<file path="config.mk">
export PLATFORM = sky130hd
export DESIGN_NAME = btc_time_counters
export DESIGN_NICKNAME = d
export VERILOG_FILES = /design/src/verilog/btc_pkg.sv /design/src/verilog/btc_bcd_if.sv /design/src/verilog/btc_bcd_inc.sv /design/src/verilog/btc_time_counters.sv
export SDC_FILE = /design/constraint.sdc
export NUM_CORES = 1
export LEC_CHECK = 0
export BUFFER_PORTS_ARGS = -buffer_cell sky130_fd_sc_hd__buf_4
export CAP_MARGIN = 20
export CORE_AREA = 2 2 118 120
export DETAILED_ROUTE_END_ITERATION = 6
export DIE_AREA = 0 0 120 122
export PLACE_DENSITY = 0.54
export SYNTH_ARGS = -nofsm -noshare
export SYNTH_HDL_FRONTEND = slang
export SYNTH_HIERARCHICAL = 1
export SYNTH_SLANG_ARGS = --single-unit
</file>
<file path="constraint.sdc">
create_clock -name clk -period 4.6 [get_ports clk]
set_clock_uncertainty 0.1 [all_clocks]
set_input_delay 0.92 -clock clk [delete_from_list [all_inputs] [get_ports clk]]
set_output_delay 0.92 -clock clk [all_outputs]
set_load 0.01 [all_outputs]
</file>
<file path="src/verilog/btc_pkg.sv">
/*
 Package for the time-of-day counter block: register offsets, field
 positions, reset values and BCD limits.
 Assumes a single 40 MHz clock domain and an external register port.
*/
`default_nettype none
package btc_pkg;
   // Register offsets
   localparam logic [7:0] BTC_OFF_SEC  = 8'h03;
   localparam logic [7:0] BTC_OFF_MIN  = 8'h04;
   localparam logic [7:0] BTC_OFF_HOUR = 8'h05;
   localparam logic [7:0] BTC_OFF_DAY  = 8'h06;
   localparam logic [7:0] BTC_OFF_WDAY = 8'h07;
   // Field positions
   localparam int BTC_OSF_BIT  = 7;
   localparam int BTC_HALF_BIT = 5;
   // Implemented-bit masks per register
   localparam logic [7:0] BTC_MASK_SEC  = 8'h7F;
   localparam logic [7:0] BTC_MASK_MIN  = 8'h7F;
   localparam logic [7:0] BTC_MASK_H12  = 8'h1F;
   localparam logic [7:0] BTC_MASK_H24  = 8'h3F;
   localparam logic [7:0] BTC_MASK_DAY  = 8'h3F;
   localparam logic [7:0] BTC_MASK_WDAY = 8'h07;
   // Reset values of control state
   localparam logic       BTC_OSF_RST  = 1'b1;
   localparam logic       BTC_MODE_RST = 1'b0;   // 0 selects 24-hour
   // BCD limits
   localparam logic [7:0] BTC_BCD_59   = 8'h59;
   localparam logic [7:0] BTC_BCD_23   = 8'h23;
   localparam logic [7:0] BTC_BCD_12   = 8'h12;
   localparam logic [7:0] BTC_BCD_11   = 8'h11;
   localparam logic [7:0] BTC_BCD_01   = 8'h01;
   localparam logic [2:0] BTC_WDAY_MAX = 3'h6;
   localparam logic [4:0] BTC_MONTH_FEB = 5'h02;
endpackage
`default_nettype wire

</file>
<file path="src/verilog/btc_bcd_if.sv">
/*
 Interface carrying one BCD digit pair into the increment module
 and its result back out.
 Assumes both ends run on the same clock.
*/
`timescale 1ns/1ps
`default_nettype none
interface btc_bcd_if;
   logic [7:0] val;     // Current BCD value
   logic [7:0] lo;      // Value after wrap
   logic [7:0] hi;      // Last value before wrap
   logic [7:0] res;     // Next value
   logic       wrap;    // Value was at hi
   modport user (output val, output lo, output hi, input res, input wrap);
   modport incr (input val, input lo, input hi, output res, output wrap);
endinterface
`default_nettype wire

</file>
<file path="src/verilog/btc_bcd_inc.sv">
/*
 Combinational BCD incrementer with wrap from a given high value to a
 given low value.
 Assumes well-formed BCD input; an illegal units digit carries into the tens as 9 does.
*/
`timescale 1ns/1ps
`default_nettype none
module btc_bcd_inc (
   // Digit pair
   btc_bcd_if.incr b
);
   // Step units, carry into tens
   always_comb begin
      b.wrap = (b.val == b.hi);
      if (b.wrap) begin
         b.res = b.lo;
      end else if (b.val[3:0] >= 4'h9) begin
         b.res = {b.val[7:4] + 4'h1, 4'h0};
      end else begin
         b.res = {b.val[7:4], b.val[3:0] + 4'h1};
      end
   end
endmodule
`default_nettype wire

</file>
<file path="src/verilog/btc_time_counters.sv">
/*
 Seconds, minutes, hours, day-of-month and weekday counters in BCD with
 host register access and a frozen update while the host is busy.
 Assumes the host port, 1 Hz tick, oscillator-stop level, year and month
 come from logic on the same clock.
*/
// Function
// - bit 7 of seconds is the oscillator stop flag, 1 means integrity lost
// - seconds 00 to 59 BCD, tens in 6:4, units in 3:0
// - minutes 00 to 59 BCD, tens in 6:4, units in 3:0
// - unimplemented bits store nothing and read zero
// - time counters have no reset value and keep contents through reset
// - 12-hour mode counts 1 to 12, tens is bit 4
// - in 12-hour mode bit 5 of hours is PM when set
// - 24-hour mode counts 0 to 23, tens in bits 5:4
// - hour-format input selects 12 or 24 hour counting and encoding
// - day of month 1 to 31 BCD, tens in bits 5:4
// - year divisible by 4, including 00, gives February 29 days
// - weekday 0 to 6 in bits 2:0, wraps 6 to 0 each day
// - oscillator stop or internal reset sets the flag, kept after reset
// - flag clears only when the host writes 0 to it
// - counters frozen during host access, one pending tick applied after
// - hour format defaults to 24-hour after reset
`timescale 1ns/1ps
`default_nettype none
module btc_time_counters (
   // Clock and reset
   input  wire logic       clk,
   input  wire logic       rst_b,
   // Host register port
   input  wire logic       host_busy,
   input  wire logic       wr_en,
   input  wire logic [7:0] addr,
   input  wire logic [7:0] wdata,
   output var  logic [7:0] rdata,
   // Control and status
   input  wire logic       tick_1hz,
   input  wire logic       osc_stop,
   input  wire logic       fmt12_wr,
   input  wire logic       fmt12_val,
   output var  logic       fmt12,
   // Calendar links
   input  wire logic [7:0] year_bcd,
   input  wire logic [4:0] month_bcd,
   output var  logic       month_carry
);
   import btc_pkg::*;

   logic [6:0] sec_r,  sec_nxt;
   logic [6:0] min_r,  min_nxt;
   logic [5:0] hour_r, hour_nxt;
   logic [5:0] day_r,  day_nxt;
   logic [2:0] wday_r, wday_nxt;
   logic       osf_r,  osf_nxt;
   logic       fmt_r,  fmt_nxt;
   logic       pend_r, pend_nxt;
   logic [7:0] rd_r,   rd_nxt;
   logic       mc_r,   mc_nxt;
   logic       step;
   logic [7:0] last_day;

   btc_bcd_if s_if();
   btc_bcd_if m_if();
   btc_bcd_if h_if();
   btc_bcd_if d_if();
   btc_bcd_inc u_sec  (.b(s_if));
   btc_bcd_inc u_min  (.b(m_if));
   btc_bcd_inc u_hour (.b(h_if));
   btc_bcd_inc u_day  (.b(d_if));

   // Leap test on BCD year: tens even needs units 0,4,8; odd needs 2,6
   function automatic logic is_leap(input logic [7:0] y);
      is_leap = y[4] ? (y[3:0] == 4'h2 || y[3:0] == 4'h6)
                     : (y[3:0] == 4'h0 || y[3:0] == 4'h4 || y[3:0] == 4'h8);
   endfunction

   // Month length in BCD
   always_comb begin
      case (month_bcd)
         5'h02:                        last_day = is_leap(year_bcd) ? 8'h29 : 8'h28;
         5'h04, 5'h06, 5'h09, 5'h11:   last_day = 8'h30;
         default:                      last_day = 8'h31;
      endcase
   end

   // Increment inputs for each digit pair
   always_comb begin
      s_if.val = {1'b0, sec_r};
      s_if.lo  = 8'h00;
      s_if.hi  = BTC_BCD_59;
      m_if.val = {1'b0, min_r};
      m_if.lo  = 8'h00;
      m_if.hi  = BTC_BCD_59;
      d_if.val = {2'b00, day_r};
      d_if.lo  = BTC_BCD_01;
      d_if.hi  = last_day;
      if (fmt_r) begin
         h_if.val = {3'b000, hour_r[4:0]};
         h_if.lo  = BTC_BCD_01;
         h_if.hi  = BTC_BCD_12;
      end else begin
         h_if.val = {2'b00, hour_r};
         h_if.lo  = 8'h00;
         h_if.hi  = BTC_BCD_23;
      end
   end

   // Tick is applied only outside host access; one tick is held pending
   assign step = !host_busy && (tick_1hz || pend_r);

   // Next values for counters, flags and read data
   always_comb begin
      logic sec_w;
      logic min_w;
      logic day_adv;
      sec_w    = 1'b0;
      min_w    = 1'b0;
      day_adv  = 1'b0;
      sec_nxt  = sec_r;
      min_nxt  = min_r;
      hour_nxt = hour_r;
      day_nxt  = day_r;
      wday_nxt = wday_r;
      osf_nxt  = osf_r;
      fmt_nxt  = fmt_r;
      mc_nxt   = 1'b0;
      pend_nxt = pend_r;
      // Pending store: at most one tick remembered while frozen
      if (host_busy && tick_1hz) begin
         pend_nxt = 1'b1;
      end else if (step) begin
         // A fresh tick in the cycle that drains the held one is kept, not lost
         pend_nxt = pend_r && tick_1hz;
      end
      if (fmt12_wr) begin
         fmt_nxt = fmt12_val;
      end
      // Counting chain
      if (step) begin
         sec_nxt = s_if.res[6:0];
         sec_w   = s_if.wrap;
         if (sec_w) begin
            min_nxt = m_if.res[6:0];
            min_w   = m_if.wrap;
         end
         if (sec_w && min_w) begin
            if (fmt_r) begin
               hour_nxt[4:0] = h_if.res[4:0];
               if (hour_r[4:0] == BTC_BCD_11[4:0]) begin
                  hour_nxt[BTC_HALF_BIT] = !hour_r[BTC_HALF_BIT];
                  day_adv = hour_r[BTC_HALF_BIT];
               end
            end else begin
               hour_nxt = h_if.res[5:0];
               day_adv  = h_if.wrap;
            end
         end
         if (day_adv) begin
            day_nxt  = d_if.res[5:0];
            mc_nxt   = d_if.wrap;
            wday_nxt = (wday_r == BTC_WDAY_MAX) ? 3'h0 : wday_r + 3'h1;
         end
      end
      // Host writes override counting; field slices of wdata drop unimplemented bits
      if (wr_en) begin
         if (addr == BTC_OFF_SEC) begin
            sec_nxt = wdata[6:0];
            if (!wdata[BTC_OSF_BIT]) begin
               osf_nxt = 1'b0;
            end
         end else if (addr == BTC_OFF_MIN) begin
            min_nxt = wdata[6:0];
         end else if (addr == BTC_OFF_HOUR) begin
            hour_nxt = wdata[5:0];
         end else if (addr == BTC_OFF_DAY) begin
            day_nxt = wdata[5:0];
         end else if (addr == BTC_OFF_WDAY) begin
            wday_nxt = wdata[2:0];
         end
      end
      // Oscillator stop wins over a host clear
      if (osc_stop) begin
         osf_nxt = 1'b1;
      end
      // Read mux, unimplemented bits as zero
      if (addr == BTC_OFF_SEC) begin
         rd_nxt = {osf_r, sec_r};
      end else if (addr == BTC_OFF_MIN) begin
         rd_nxt = {1'b0, min_r} & BTC_MASK_MIN;
      end else if (addr == BTC_OFF_HOUR) begin
         // Both formats store bits 5:0; in 12-hour mode bit 5 is half-day
         rd_nxt = {2'b00, hour_r} & BTC_MASK_H24;
      end else if (addr == BTC_OFF_DAY) begin
         rd_nxt = {2'b00, day_r} & BTC_MASK_DAY;
      end else if (addr == BTC_OFF_WDAY) begin
         rd_nxt = {5'b00000, wday_r} & BTC_MASK_WDAY;
      end else begin
         rd_nxt = 8'h00;
      end
   end

   // Counters are never reset so that their contents survive reset
   always_ff @(posedge clk) begin
      sec_r  <= sec_nxt;
      min_r  <= min_nxt;
      hour_r <= hour_nxt;
      day_r  <= day_nxt;
      wday_r <= wday_nxt;
   end

   // Control state with synchronous reset; reset itself raises the flag
   always_ff @(posedge clk) begin
      if (!rst_b) begin
         osf_r  <= BTC_OSF_RST;
         fmt_r  <= BTC_MODE_RST;
         pend_r <= 1'b0;
         rd_r   <= 8'h00;
         mc_r   <= 1'b0;
      end else begin
         osf_r  <= osf_nxt;
         fmt_r  <= fmt_nxt;
         pend_r <= pend_nxt;
         rd_r   <= rd_nxt;
         mc_r   <= mc_nxt;
      end
   end

   assign rdata       = rd_r;
   assign fmt12       = fmt_r;
   assign month_carry = mc_r;

   // Checks
   osf_set_a: assert property (@(posedge clk) disable iff (!rst_b)
      osc_stop |=> osf_r) else $error("stop flag not set");
   osf_hold_a: assert property (@(posedge clk) disable iff (!rst_b)
      (osf_r && !(wr_en && addr == BTC_OFF_SEC && !wdata[7])) |=> osf_r)
      else $error("stop flag lost");
   freeze_a: assert property (@(posedge clk) disable iff (!rst_b)
      (host_busy && !wr_en) |=> $stable(sec_r)) else $error("count while busy");
   pend_a: assert property (@(posedge clk) disable iff (!rst_b)
      (host_busy && tick_1hz) |=> pend_r) else $error("tick not held");
   sec_wrap_a: assert property (@(posedge clk) disable iff (!rst_b)
      (step && !wr_en && sec_r == 7'h59) |=> sec_r == 7'h00) else $error("sec wrap");
   wday_wrap_a: assert property (@(posedge clk) disable iff (!rst_b)
      (day_nxt != day_r && !wr_en && wday_r == 3'h6) |=> wday_r == 3'h0)
      else $error("weekday wrap");
   mcarry_a: assert property (@(posedge clk) disable iff (!rst_b)
      month_carry |-> day_r == 6'h01) else $error("carry without day 1");
   h24_wrap_a: assert property (@(posedge clk) disable iff (!rst_b)
      (step && !wr_en && !fmt_r && sec_r == 7'h59 && min_r == 7'h59
       && hour_r == 6'h23) |=> hour_r == 6'h00) else $error("24h wrap");
   h12_wrap_a: assert property (@(posedge clk) disable iff (!rst_b)
      (step && !wr_en && fmt_r && sec_r == 7'h59 && min_r == 7'h59
       && hour_r[4:0] == 5'h12) |=> hour_r[4:0] == 5'h01) else $error("12h wrap");
   rd_mask_a: assert property (@(posedge clk) disable iff (!rst_b)
      $past(addr) == BTC_OFF_WDAY |-> rdata[7:3] == 5'h00) else $error("wday mask");
   cov_mcarry: cover property (@(posedge clk) month_carry);
   cov_pend: cover property (@(posedge clk) pend_r && !host_busy);
   cov_half: cover property (@(posedge clk) fmt_r && $rose(hour_r[5]));
endmodule
`default_nettype wire

</file>
### Word-level counts from Yosys, hierarchy flattened

Index checks and enable logic that the tools add are counted.
W data, S select, Z words.

| word-level totals | value |
|---|---|
| register bits | 41 |
| ROM bits | 0 |
| bits in latches | 0 |
| memories | 0 |
| bits in writable memories | 0 |
| output and inout bits | 10 |

| cells by class | value |
|---|---|
| equal/unequal tests | 20 |
| divide/modulo/power cells | 0 |
| multiplexer cells | 59 |
| reductions and logical operators | 16 |
| $add $sub $neg | 9 |
| multipliers | 0 |
| $lt $le $gt $ge | 4 |
| shifts and indexed selects | 0 |
| bitwise operators | 2 |

Operators with widths:

| cell | count |
|---|---|
| $mux W6 | 22 |
| $mux W7 | 13 |
| $eq A8 B3 Y1 const B | 4 |
| $mux W3 | 10 |
| $add A4 B1 Y4 const B | 4 |
| $ge A4 B4 Y1 const B | 4 |
| $eq A7 B7 Y1 const B | 2 |
| $eq A6 B6 Y1 | 2 |
| $mux W1 | 12 |
| $eq A5 B3 Y1 const B | 2 |
| $eq A5 B5 Y1 const B | 2 |
| $pmux W5 S2 | 1 |
| $add A3 B1 Y3 const B | 3 |
| $eq A4 B3 Y1 const B | 2 |
| $eq A8 B2 Y1 const B | 1 |
| $mux W8 | 1 |
| $reduce_and A3 Y1 | 2 |
| $eq A5 B2 Y1 const B | 1 |
| $eq A5 B4 Y1 const B | 1 |
| $add A2 B1 Y2 const B | 2 |
| $eq A4 B2 Y1 const B | 1 |
| $eq A4 B4 Y1 const B | 1 |
| $logic_and A1 B1 Y1 | 4 |
| $logic_not A4 Y1 | 1 |
| 7 further kinds | 12 |

### Logic depth before layout (Yosys ltp)

Gate-level depths: netlist (run 1).

| logic depth | value |
|---|---|
| depth after elaboration | 15 |
| gate-level depth with buffers | 10 |
| depth with buffers taken out | 10 |

### Modules after synthesis

The synthesis (run 1) kept the hierarchy.

Modules (own cells, without submodules):

| module | times used | cells each | seq. area each (um^2) | area an instance (um^2) |
|---|---|---|---|---|
| btc_time_counters | 1 | 234 | 820.8 | 2,039.5 |
| btc_bcd_inc | 4 | 42 | 0.0 | 405.4 |

### Least setup slack after synthesis (run 1)

Ideal clock, no wire load.

| timing path | value |
|---|---|
| path type | input to register |
| start point | input year_bcd[2] |
| end point | register day_r[4] |
| setup time | 124 ps |
| data required time | 4,376 ps |
| stages on the path | 10 |
| data arrival time | 2,637 ps |
| slack | 1,739 ps |
| path buffers | 0 |
| path through | a211o_1 a21o_1 a21oi_1 o21a_1 xor2_1 nor4_2 nand2_4 mux2_4 nand2_1 a31oi_2 |

| between the ends | value |
|---|---|
| longest elaborated chain between the ends | 15 |
| elaborated cells on any way between the ends | 20 |
| classes of those cells | eq/ne: 5; mux: 11; reduce/logical: 4 |

Ends and longest elaborated chain:

| element | RTL line | text |
|---|---|---|
| from (decl) | btc_time_counters.sv:43 | `input wire logic [7:0] year_bcd,` |
| $eq A4 B3 Y1 or $logic_not A4 Y1 (tied branches) | btc_time_counters.sv:74 | `: (y[3:0] == 4'h0 \|\| y[3:0] == 4'h4 \|\| y[3:0] == 4'h8);` |
| $logic_or A1 B1 Y1 (2 in a row) | btc_time_counters.sv:74 |  |
| $mux W1 (*) | btc_time_counters.sv:73 | `is_leap = y[4] ? (y[3:0] == 4'h2 \|\| y[3:0] == 4'h6)` |
| $mux W1 (*) | btc_time_counters.sv:80 | `5'h02: last_day = is_leap(year_bcd) ? 8'h29 : 8'h28;` |
| $pmux W5 S2 (*) | btc_time_counters.sv:79 | `case (month_bcd)` |
| named net d_if.hi[0] | btc_bcd_if.sv:11 | `logic [7:0] hi;` |
| $eq A6 B6 Y1 (*) | btc_bcd_inc.sv:14 | `b.wrap = (b.val == b.hi);` |
| $mux W6 (*) | btc_bcd_inc.sv:15 | `if (b.wrap) begin` |
| named net d_if.res[4] | btc_bcd_if.sv:12 | `logic [7:0] res;` |
| $mux W6 (*) | btc_time_counters.sv:158 | `if (day_adv) begin` |
| $mux W6 (*) | btc_time_counters.sv:139 | `if (step) begin` |
| $mux W6 | btc_time_counters.sv:175 | `end else if (addr == BTC_OFF_DAY) begin` |
| $mux W6 | btc_time_counters.sv:173 | `end else if (addr == BTC_OFF_HOUR) begin` |
| $mux W6 | btc_time_counters.sv:171 | `end else if (addr == BTC_OFF_MIN) begin` |
| $mux W6 | btc_time_counters.sv:166 | `if (addr == BTC_OFF_SEC) begin` |
| $mux W6 (*) | btc_time_counters.sv:165 | `if (wr_en) begin` |
| named net day_nxt[4] | btc_time_counters.sv:52 | `logic [5:0] day_r, day_nxt;` |
| to (signal assigned) | btc_time_counters.sv:207 | `day_r <= day_nxt;` |
| to (decl) | btc_time_counters.sv:52 |  |

The timed path passes the listed nets; every way through them passes the cells marked *.
A chain may end at the register's enable or synchronous reset.

### Worst setup path after layout (run 1)

| timing path | value |
|---|---|
| start point | input month_bcd[0] |
| end point | register day_r[4] |

| between the ends | value |
|---|---|
| longest elaborated chain between the ends | 12 |
| elaborated cells on any way between the ends | 16 |
| classes of those cells | eq/ne: 6; mux: 9; reduce/logical: 1 |

Ends and longest elaborated chain:

| element | RTL line | text |
|---|---|---|
| from (decl) | btc_time_counters.sv:44 | `input wire logic [4:0] month_bcd,` |
| $eq A5 B3 Y1 (tied with other cells) | btc_time_counters.sv:79 |  |
| $reduce_or A4 Y1 | btc_time_counters.sv:79 |  |
| $pmux W5 S2 (*) | btc_time_counters.sv:79 |  |
| named net d_if.hi[3] | btc_bcd_if.sv:11 |  |
| $eq A6 B6 Y1 (*) | btc_bcd_inc.sv:14 |  |
| $mux W6 (*) | btc_bcd_inc.sv:15 |  |
| named net d_if.res[4] | btc_bcd_if.sv:12 |  |
| $mux W6 (*) | btc_time_counters.sv:158 |  |
| $mux W6 (*) | btc_time_counters.sv:139 |  |
| $mux W6 | btc_time_counters.sv:175 |  |
| $mux W6 | btc_time_counters.sv:173 |  |
| $mux W6 | btc_time_counters.sv:171 |  |
| $mux W6 | btc_time_counters.sv:166 |  |
| $mux W6 (*) | btc_time_counters.sv:165 |  |
| named net day_nxt[4] | btc_time_counters.sv:52 |  |

Marks and branches as above.

==> impl_metrics.py, run 1 <==
metrics = {
    "global_route": {
        "grtUsageMet1_pct": 15.10,
        "antenna_found_initial": 0,
        "grt_max_degree": 16,
        "met2_usage_pct": 19.32,
        "grtUsageTotal_pct": 11.43,
        "grt.overflow.total": 0,
        "grt_pass1_wl_um": 13310,
        "grt_pass1_vias": 2672,
        "use_met3_pct": 1.685,
        "top_usage_layer": "met2",
    },
    "drt": {
        "drt_wl_total_um": 8237,
        "avgViaCountPerCell": 4.366,
        "postRouteAntennaNets": 0,
        "drt-pass1-iter-count": 4,
        "drt_drc_violations_left": 0,
        "drt-initial-drc-count": 146,
        "dr_total_vias": 2860,
        "avgRoutedWirePerCell_um": 12.58,
    },
    "cells_and_area": {
        "regArea_um2": 820.8,
        "finalInstanceArea_um2": 4348,
        "nFillCells": 1419,
        "multiInputGateArea_um2": 2720,
        "num_antenna_cells": 0,
        "drive_gt1_share_pct": 23.37,
        "syn_to_final_growth_pct": 25.54,
        "nNetsFinal": 528,
    },
    "pwr": {
        "powerDensity_nw_per_um2": 311.4,
        "leakage_nw": 2.078,
        "vdd_drop_max_mv": 0.1474,
    },
    "clock_tree": {
        "cts_tree": "built",
        "hold_buffers": 0,
        "cts.clk_slew.worst_paths_ns": 0.06,
        "post_cts_resized": 0,
        "clkSinkCount": 41,
        "cts_max_level": 2,
        "clock_path_buffers": 2,
        "clock_latency_ns": 0.28,
        "numCtsBuffers": 5,
        "cts_setup_buffers": 0,
        "cts_root_buffer": "clkbuf_16",
    },
    "timing": {
        "tightest_slew_ns": 0.5482,
        "setup_slack_ns": 1.763,
        "hold_viol_final": 0,
        "relSlewSlack_pct": 63.17,
        "period_share_pct": 61.66,
        "slew_violations": 0,
        "fin_crit_ns": 2.837,
        "finalSetupTns_ns": 0,
        "setup_viol": 0,
        "grt_setup_unrepaired": "no",
        "fmax_mhz": 352.5,
    },
    "setup_path": {
        "cp.arrival_ns": 2.90,
        "crit_required_ns": 4.67,
        "cp-end-kind": "register",
        "start_kind": "primary input",
        "crit_fanout": 7,
        "critical_path_class": "primary input to register",
    },
    "placed_design": {
        "gp_congestion": 0.7615,
        "place_hpwl_um": 6399,
        "portBuffers": 43,
        "placed_area_um2": 4168,
        "preCtsSetupSlack_ns": 1.479,
    },
    "die": {
        "placementRows": 43,
        "die_w_um": 120,
        "start_util_pct": 25.65,
        "die-height_um": 122,
        "die_area_um2": 14640,
        "io-pin-count": 47,
        "coreArea_um2": 13500,
    },
    "logic_synthesis": {
        "synth_warnings": 6,
        "avgSynthCellArea_um2": 9.162,
        "syn_inst": 378,
        "syn_area_um2": 3463,
    },
    "job": {
        "cap_violations": 0,
    },
    "worst_hold_path": {
        "min_path_type": "register to register",
    },
    "status": {
        "status": "finished clean",
    },
}
## worst max-delay path, cell delays in order
cell	delay, ns
buf_4	0.11
or3_1	0.38
nor3b_1	0.37
xor2_1	0.15
nor4_2	0.34
nand2_4	0.15
mux2_4	0.32
nand2_1	0.07
a31oi_2	0.08
## through the flow
stage | hold slack, ns | power, W | std cells | utilization (%)
after floorplan | 0.3268 | 0.0008437 | 433 | -
after global placement | 0.3380 | 0.0009350 | 646 | 30.86
after detailed placement | 0.3589 | 0.0009510 | 646 | 30.86
after CTS | 0.3698 | 0.001364 | 654 | 32.14
after global routing | 0.3903 | 0.001435 | 655 | 32.20
final | 0.3670 | 0.001354 | 655 | 32.20
## sequential cells by signal, summed over array words and instances (netlist names)
signal and count:
rdata 8, osf_r 1, min_r 7, hour_r 6, month_carry 1, sec_r 7
fmt12 1, wday_r 3, day_r 6, pend_r 1
## layer usage
| metal | part of all wire [%] | vias to the layer above |
|---|---|---|
| li1 | - | 1457 |
| met1 | 47 | 1337 |
| met3 | 4.0 | 6 |
| met5 | 0 | - |
| met2 | 48 | 60 |
| met4 | 1.1 | 0 |
## path summary, 6_finish.rpt
| path | startpoint | endpoint | slack, ns | cells after the start |
|---|---|---|---|---|
| worst max-delay path | month_bcd[0] | day_r[4] | 1.76 | 9 |
| worst min-delay path | osf_r | osf_r | 0.37 | 1 |
| worst max register to register | hour_r[0] | hour_r[5] | 2.08 | 10 |
| worst min register to register | osf_r | osf_r | 0.37 | 1 |
## placed cells by master, fill, tap and decap left out, types with 4 or more instances in the layout
master	n
dfxtp_1	41
inv_1	17
nor4_2	6
nor2b_1	7
buf_4	45
a31oi_1	12
nand2_1	39
xnor2_1	4
mux2_4	26
nand2_4	4
nor3b_2	4
nor4_1	4
nand3_1	4
mux2_1	4
nor3_1	4
conb_1	57
mux2i_1	24
a21oi_1	7
clkbuf_16	5
nor2b_2	4
o21ai_0	24
nor2_1	30
xor2_1	39
ha_1	17
nand2b_1	5
nor4_4	4
## final cells by class
cell class                 count  area share (%)
tap                          180           5.180
sequential                    41           18.88
inverter                      17           1.468
clock inverter                 1          0.6906
timing repair buffer          46           7.942
clock buffer                   7           3.281
multi-input combinational    363           62.56
## power breakdown
group	leakage, nW	internal, W	switching (W)
Clock	0.0841	0.000271	0.000138
Sequential	0.335	0.000405	0.0000917
Combinational	1.66	0.000256	0.000192
Total	2.08	0.000932	0.000422
Power figures use the tool's default switching activity.
==> run 2: changes to the inputs <==
--- a/config.mk
+++ b/config.mk
@@ -5,11 +5,12 @@
 export SDC_FILE = /design/constraint.sdc
 export NUM_CORES = 1
 export LEC_CHECK = 0
+export ABC_AREA = 1
 export BUFFER_PORTS_ARGS = -buffer_cell sky130_fd_sc_hd__buf_4
 export CAP_MARGIN = 20
-export CORE_AREA = 2 2 118 120
+export CORE_AREA = 2 2 126 128
 export DETAILED_ROUTE_END_ITERATION = 6
-export DIE_AREA = 0 0 120 122
+export DIE_AREA = 0 0 128 130
 export PLACE_DENSITY = 0.54
 export SYNTH_ARGS = -nofsm -noshare
 export SYNTH_HDL_FRONTEND = slang
==> constraint.sdc (replaced) <==
create_clock -name clk -period 2.9 [get_ports clk]
set_clock_uncertainty 0.1 [all_clocks]
set_input_delay 0.58 -clock clk [delete_from_list [all_inputs] [get_ports clk]]
set_output_delay 0.58 -clock clk [all_outputs]
set_load 0.01 [all_outputs]
==> run 2 against run 1 <==
Compared with the run above:
- register-to-register slack worse by 1.5 ns
- clock-buffer cell count is 2 lower
- first-iteration DRC count rose by 38%
- flip-flop and latch count unchanged
- die area increased by 14%
- critical endpoint is now wday_r[1]
- sequential power is 55% higher
- core utilization shrank 0.63 points
- critical path type is now register to register
- worst hold slack worse by 0.033 ns
- largest cell class unchanged
- sequential share of layout area down 2.0 points
==> impl_metrics.py, run 2 <==
metrics = {
    "status": {
        "status": "finished clean",
    },
    "logic_synthesis": {
        "syn_area_um2": 3958,
        "synth_warnings": 6,
        "avgSynthCellArea_um2": 6.242,
        "syn_inst": 634,
    },
    "setup_path": {
        "cp-end-kind": "register",
        "r2r-start": "fmt12",
        "r2r_end": "wday_r[1]",
        "critical_path_class": "register to register",
        "crit_required_ns": 2.99,
        "crit_fanout": 9,
        "cp.arrival_ns": 2.36,
        "r2r_slack_ns": 0.62,
        "start_kind": "register",
        "ff2ff_path_depth": 15,
    },
    "timing": {
        "fmax_mhz": 439.4,
        "period_share_pct": 78.47,
        "fin_crit_ns": 2.276,
        "finalSetupTns_ns": 0,
        "setup_viol": 0,
        "grt_setup_unrepaired": "no",
        "slew_violations": 0,
        "hold_viol_final": 0,
    },
    "global_route": {
        "grtUsageMet1_pct": 17.14,
        "grtUsageTotal_pct": 12.63,
        "top_usage_layer": "met2",
        "grt_pass1_vias": 3490,
        "grt_pass1_wl_um": 17040,
        "grt_max_degree": 22,
        "antenna_found_initial": 0,
        "grt.overflow.total": 0,
        "use_met3_pct": 1.763,
        "met2_usage_pct": 21.20,
    },
    "die": {
        "die-height_um": 130,
        "coreArea_um2": 15420,
        "placementRows": 46,
        "start_util_pct": 25.66,
        "die_area_um2": 16640,
        "io-pin-count": 47,
        "die_w_um": 128,
    },
    "clock_tree": {
        "clock_latency_ns": 0.29,
        "cts_root_buffer": "clkbuf_16",
        "cts_max_level": 2,
        "hold_buffers": 0,
        "clkSinkCount": 41,
        "post_cts_resized": 0,
        "numCtsBuffers": 5,
        "clock_path_buffers": 2,
        "cts_tree": "built",
        "cts.clk_slew.worst_paths_ns": 0.07,
        "cts_setup_buffers": 0,
    },
    "drt": {
        "drt-initial-drc-count": 202,
        "drt-pass1-iter-count": 4,
        "avgViaCountPerCell": 4.067,
        "drt_wl_total_um": 9846,
        "avgRoutedWirePerCell_um": 10.46,
        "drt_drc_violations_left": 0,
        "postRouteAntennaNets": 0,
        "dr_total_vias": 3827,
    },
    "cells_and_area": {
        "drive_gt1_share_pct": 17.62,
        "mostFrequentLayoutCell": "nand2_1",
        "nNetsFinal": 802,
        "finalInstanceArea_um2": 4868,
        "num_antenna_cells": 0,
        "final_cell_mix": "238 x nand2_1, 72 x conb_1, 63 x inv_1",
        "largest_register_ffs": 8,
        "syn_to_final_growth_pct": 23.02,
    },
    "placed_design": {
        "place_hpwl_um": 7839,
        "portBuffers": 43,
        "placed_area_um2": 4726,
        "gp_congestion": 0.8026,
    },
    "worst_hold_path": {
        "hold_end": "rdata[7]",
        "min_path_type": "register to register",
        "holdCritStartpoint": "osf_r",
        "min_path_cells": 2,
    },
    "pwr": {
        "powerDensity_nw_per_um2": 420.0,
        "vdd_drop_max_mv": 0.1801,
        "seq_power_share_pct": 37.5,
        "leakage_nw": 2.633,
        "intPower_w": 0.001261,
        "p_sw_w": 0.0007837,
        "p_total_w": 0.002045,
        "power.share.clock_pct": 27.0,
        "swShare_pct": 38.33,
        "p_comb_share_pct": 35.4,
    },
    "job": {
        "cap_violations": 0,
    },
}
run 2: per-layer routing:
| metal | vias up | wire length, um |
|---|---|---|
| li1 | 2133 | - |
| met1 | 1615 | 4808 |
| met2 | 68 | 4437 |
| met3 | 11 | 423 |
| met4 | 0 | 177 |
| met5 | - | 0 |
run 2: power groups by stage:
stage / Sequential [W] / Clock (W) / Combinational [W]
2_1_floorplan: 0.000738 / 0 / 0.000593
3_3_place_gp: 0.000784 / 0 / 0.000715
3_5_place_dp: 0.000783 / 0 / 0.000720
4_1_cts: 0.000770 / 0.000566 / 0.000727
5_1_grt: 0.000789 / 0.000585 / 0.000850
6_report: 0.000768 / 0.000552 / 0.000725
run 2: worst max path at each step:
stage / from / slack, ns / endpoint / depth (start not counted)
2_1_floorplan: month_bcd[3] / 0.78 / day_r[3] / 15
3_3_place_gp: month_bcd[3] / 0.41 / day_r[2] / 16
3_5_place_dp: month_bcd[3] / 0.39 / day_r[1] / 16
4_1_cts: fmt12 / 0.61 / day_r[1] / 14
5_1_grt: fmt12 / 0.33 / day_r[4] / 16
6_report: fmt12 / 0.62 / wday_r[1] / 15
run 2: metrics by stage:
step                util, %  hold WS, ns  worst slack (ns)  std cells
finish                31.56       0.3342            0.6243        941
global route          31.56       0.3782            0.3313        941
CTS                   31.56       0.3378            0.6071        941
detailed placement    30.64       0.3276            0.3927        933
global placement      30.64       0.3253            0.4058        933
floorplan                 -       0.3137            0.7825        704
run 2: area by class of cell:
type                    count  area [um^2]
repair buffers             44        330.3
fillers                  1732        10560
well taps                 192        240.2
clock inverters             3        17.52
multi-input cells         575         3020
clock buffers               5        125.1
inverters                  81        314.1
flip-flops and latches     41        820.8
run 2: critical path, cell delays in order (launching register included):
cell      delay (ns)
dfxtp_1         0.51
inv_2           0.14
inv_1           0.07
nand2_1         0.04
nand2_1         0.05
nand2_1         0.08
nor2_4          0.22
nand2_4         0.10
inv_2           0.05
nand2_1         0.07
nand2_1         0.07
nand2_1         0.06
nor2_2          0.30
o211ai_1        0.14
nand3_1         0.10
nand2_1         0.05
==> run 3: changes to the inputs <==
==> constraint.sdc (replaced) <==
create_clock -name clk -period 2.35 [get_ports clk]
set_clock_uncertainty 0.1 [all_clocks]
set_input_delay 0.47 -clock clk [delete_from_list [all_inputs] [get_ports clk]]
set_output_delay 0.47 -clock clk [all_outputs]
set_load 0.01 [all_outputs]
==> run 3 against run 2 <==
Compared with the run above:
- critical path depth fell by 6
- worst hold slack got worse by 0.070 ns
- flip-flop and latch count did not move
==> impl_metrics.py, run 3 (synthesis gave the netlist of run 2 again) <==
metrics = {
    "status": {
        "status": "finished clean",
    },
    "cells_and_area": {
        "post-route-util_pct": 32.50,
        "syn_to_final_growth_pct": 26.68,
        "mostFrequentLayoutCell": "nand2_1",
        "largest_register_ffs": 8,
        "nNetsFinal": 823,
        "num_antenna_cells": 0,
        "nFillCells": 1772,
        "final_cell_mix": "238 x nand2_1, 72 x conb_1, 65 x buf_4",
        "drive_gt1_share_pct": 19.66,
    },
    "setup_path": {
        "cp_cell_sequence": "inv_1 > nor4_1 > ha_1 > nand2_1 > a21oi_2 > nand2_1 > or2_0 > nand3_1 > nand2_1",
        "start_kind": "register",
        "ff2ff_path_depth": 9,
        "crit_family": "simple AND/OR/NAND/NOR gates",
        "cpPeakStageDelay_ns": 0.51,
        "cp-end-kind": "register",
        "r2r-start": "hour_r[0]",
        "path_common_cell": "nand2_1",
        "r2r_end": "day_r[2]",
        "critical_path_class": "register to register",
        "r2r_slack_ns": 0.26,
        "crit_path_top_delay_cell": "dfxtp_1",
        "critPathBufInv": 1,
        "crit_required_ns": 2.43,
        "cp.arrival_ns": 2.17,
        "crit_fanout": 8,
    },
    "clock_tree": {
        "clkSinkCount": 41,
        "cts_root_buffer": "clkbuf_16",
        "cts.clk_slew.worst_paths_ns": 0.06,
        "numCtsBuffers": 5,
        "cts_max_level": 2,
        "cts_setup_buffers": 0,
        "clock_path_buffers": 2,
        "hold_buffers": 0,
        "cts_tree": "built",
        "post_cts_resized": 0,
        "clock_latency_ns": 0.29,
    },
    "global_route": {
        "grtUsageTotal_pct": 12.86,
        "grt_pass1_wl_um": 17110,
        "grt_pass1_vias": 3550,
        "grt.overflow.total": 0,
        "grt_max_degree": 22,
        "antenna_found_initial": 0,
    },
    "die": {
        "start_util_pct": 25.66,
        "io-pin-count": 47,
        "die-height_um": 130,
        "die_w_um": 128,
        "placementRows": 46,
        "coreArea_um2": 15420,
        "die_area_um2": 16640,
    },
    "timing": {
        "finalSetupTns_ns": 0,
        "grt_setup_unrepaired": "no",
        "period_share_pct": 88.96,
        "slew_violations": 0,
        "whs_ns": 0.2638,
        "hold_viol_final": 0,
        "fin_crit_ns": 2.091,
        "fmax_mhz": 478.3,
        "setup_viol": 0,
    },
    "pwr": {
        "vdd_drop_max_mv": 0.2945,
        "leakage_nw": 2.735,
        "powerDensity_nw_per_um2": 514.7,
    },
    "drt": {
        "postRouteAntennaNets": 0,
        "drt-initial-drc-count": 202,
        "drt_wl_total_um": 9939,
        "avgRoutedWirePerCell_um": 10.35,
        "avgViaCountPerCell": 4.019,
        "drt-pass1-iter-count": 4,
        "drt_drc_violations_left": 0,
        "dr_total_vias": 3858,
    },
    "placed_design": {
        "portBuffers": 43,
        "gp_congestion": 0.7902,
        "place_hpwl_um": 8071,
    },
    "worst_hold_path": {
        "min_path_type": "primary input to register",
        "min_path_cells": 3,
        "hold_end": "osf_r",
        "holdCritStartpoint": "osc_stop",
    },
    "job": {
        "cap_violations": 0,
    },
}
==> run 3: per-layer routing <==
metal / vias to the layer above / wire (um) / global-route usage, %
met1: 1606 / 4874 / 16.91
met5: - / 0 / 0
li1: 2177 / - / -
met4: 0 / 206 / 4.008
met2: 64 / 4467 / 21.83
met3: 11 / 391 / 1.886
==> run 3: through the flow <==
stage          power [W]  worst slack, ns  std cells  instance area [um^2]
6_report        0.002581           0.2593        960                  5014
3_5_place_dp    0.001944           0.1443        954                  4883
3_3_place_gp    0.001942           0.1437        954                  4883
5_1_grt         0.002826         0.002538        960                  5014
4_1_cts         0.002611           0.2570        960                  5014
2_1_floorplan   0.001642           0.3425        704                  4220
==> run 3: cell type report <==
cell class                 instances  area (um^2)  area share, %
multi-input combinational        575         3020          60.24
timing repair buffer              65        488.0          9.733
inverter                          81        314.1          6.264
tap                              192        240.2          4.792
clock buffer                       5        125.1          2.496
sequential                        41        820.8          16.37
clock inverter                     1        5.005        0.09983
==> run 3: how the worst max path moves through the flow <==
stage                       startpoint  cells after the start         to
after CTS                    hour_r[0]                      9   day_r[2]
after global placement    month_bcd[3]                     16   day_r[2]
after floorplan           month_bcd[3]                     15   day_r[3]
after detailed placement  month_bcd[3]                     16   day_r[2]
final                        hour_r[0]                      9   day_r[2]
after global routing             fmt12                     16  wday_r[1]
==> run 3: tightest hold or removal path: cells and delay by family <==
kind / cells / cell delay (ns)
simple gates: 2 / 0.08
buf+inv: 1 / 0.08
==> run 3: power breakdown <==
group / leakage (nW) / internal (W) / switching, W
Clock: 0.0655 / 0.000379 / 0.000269
Combinational: 2.33 / 0.000459 / 0.000603
Sequential: 0.335 / 0.000785 / 0.0000841
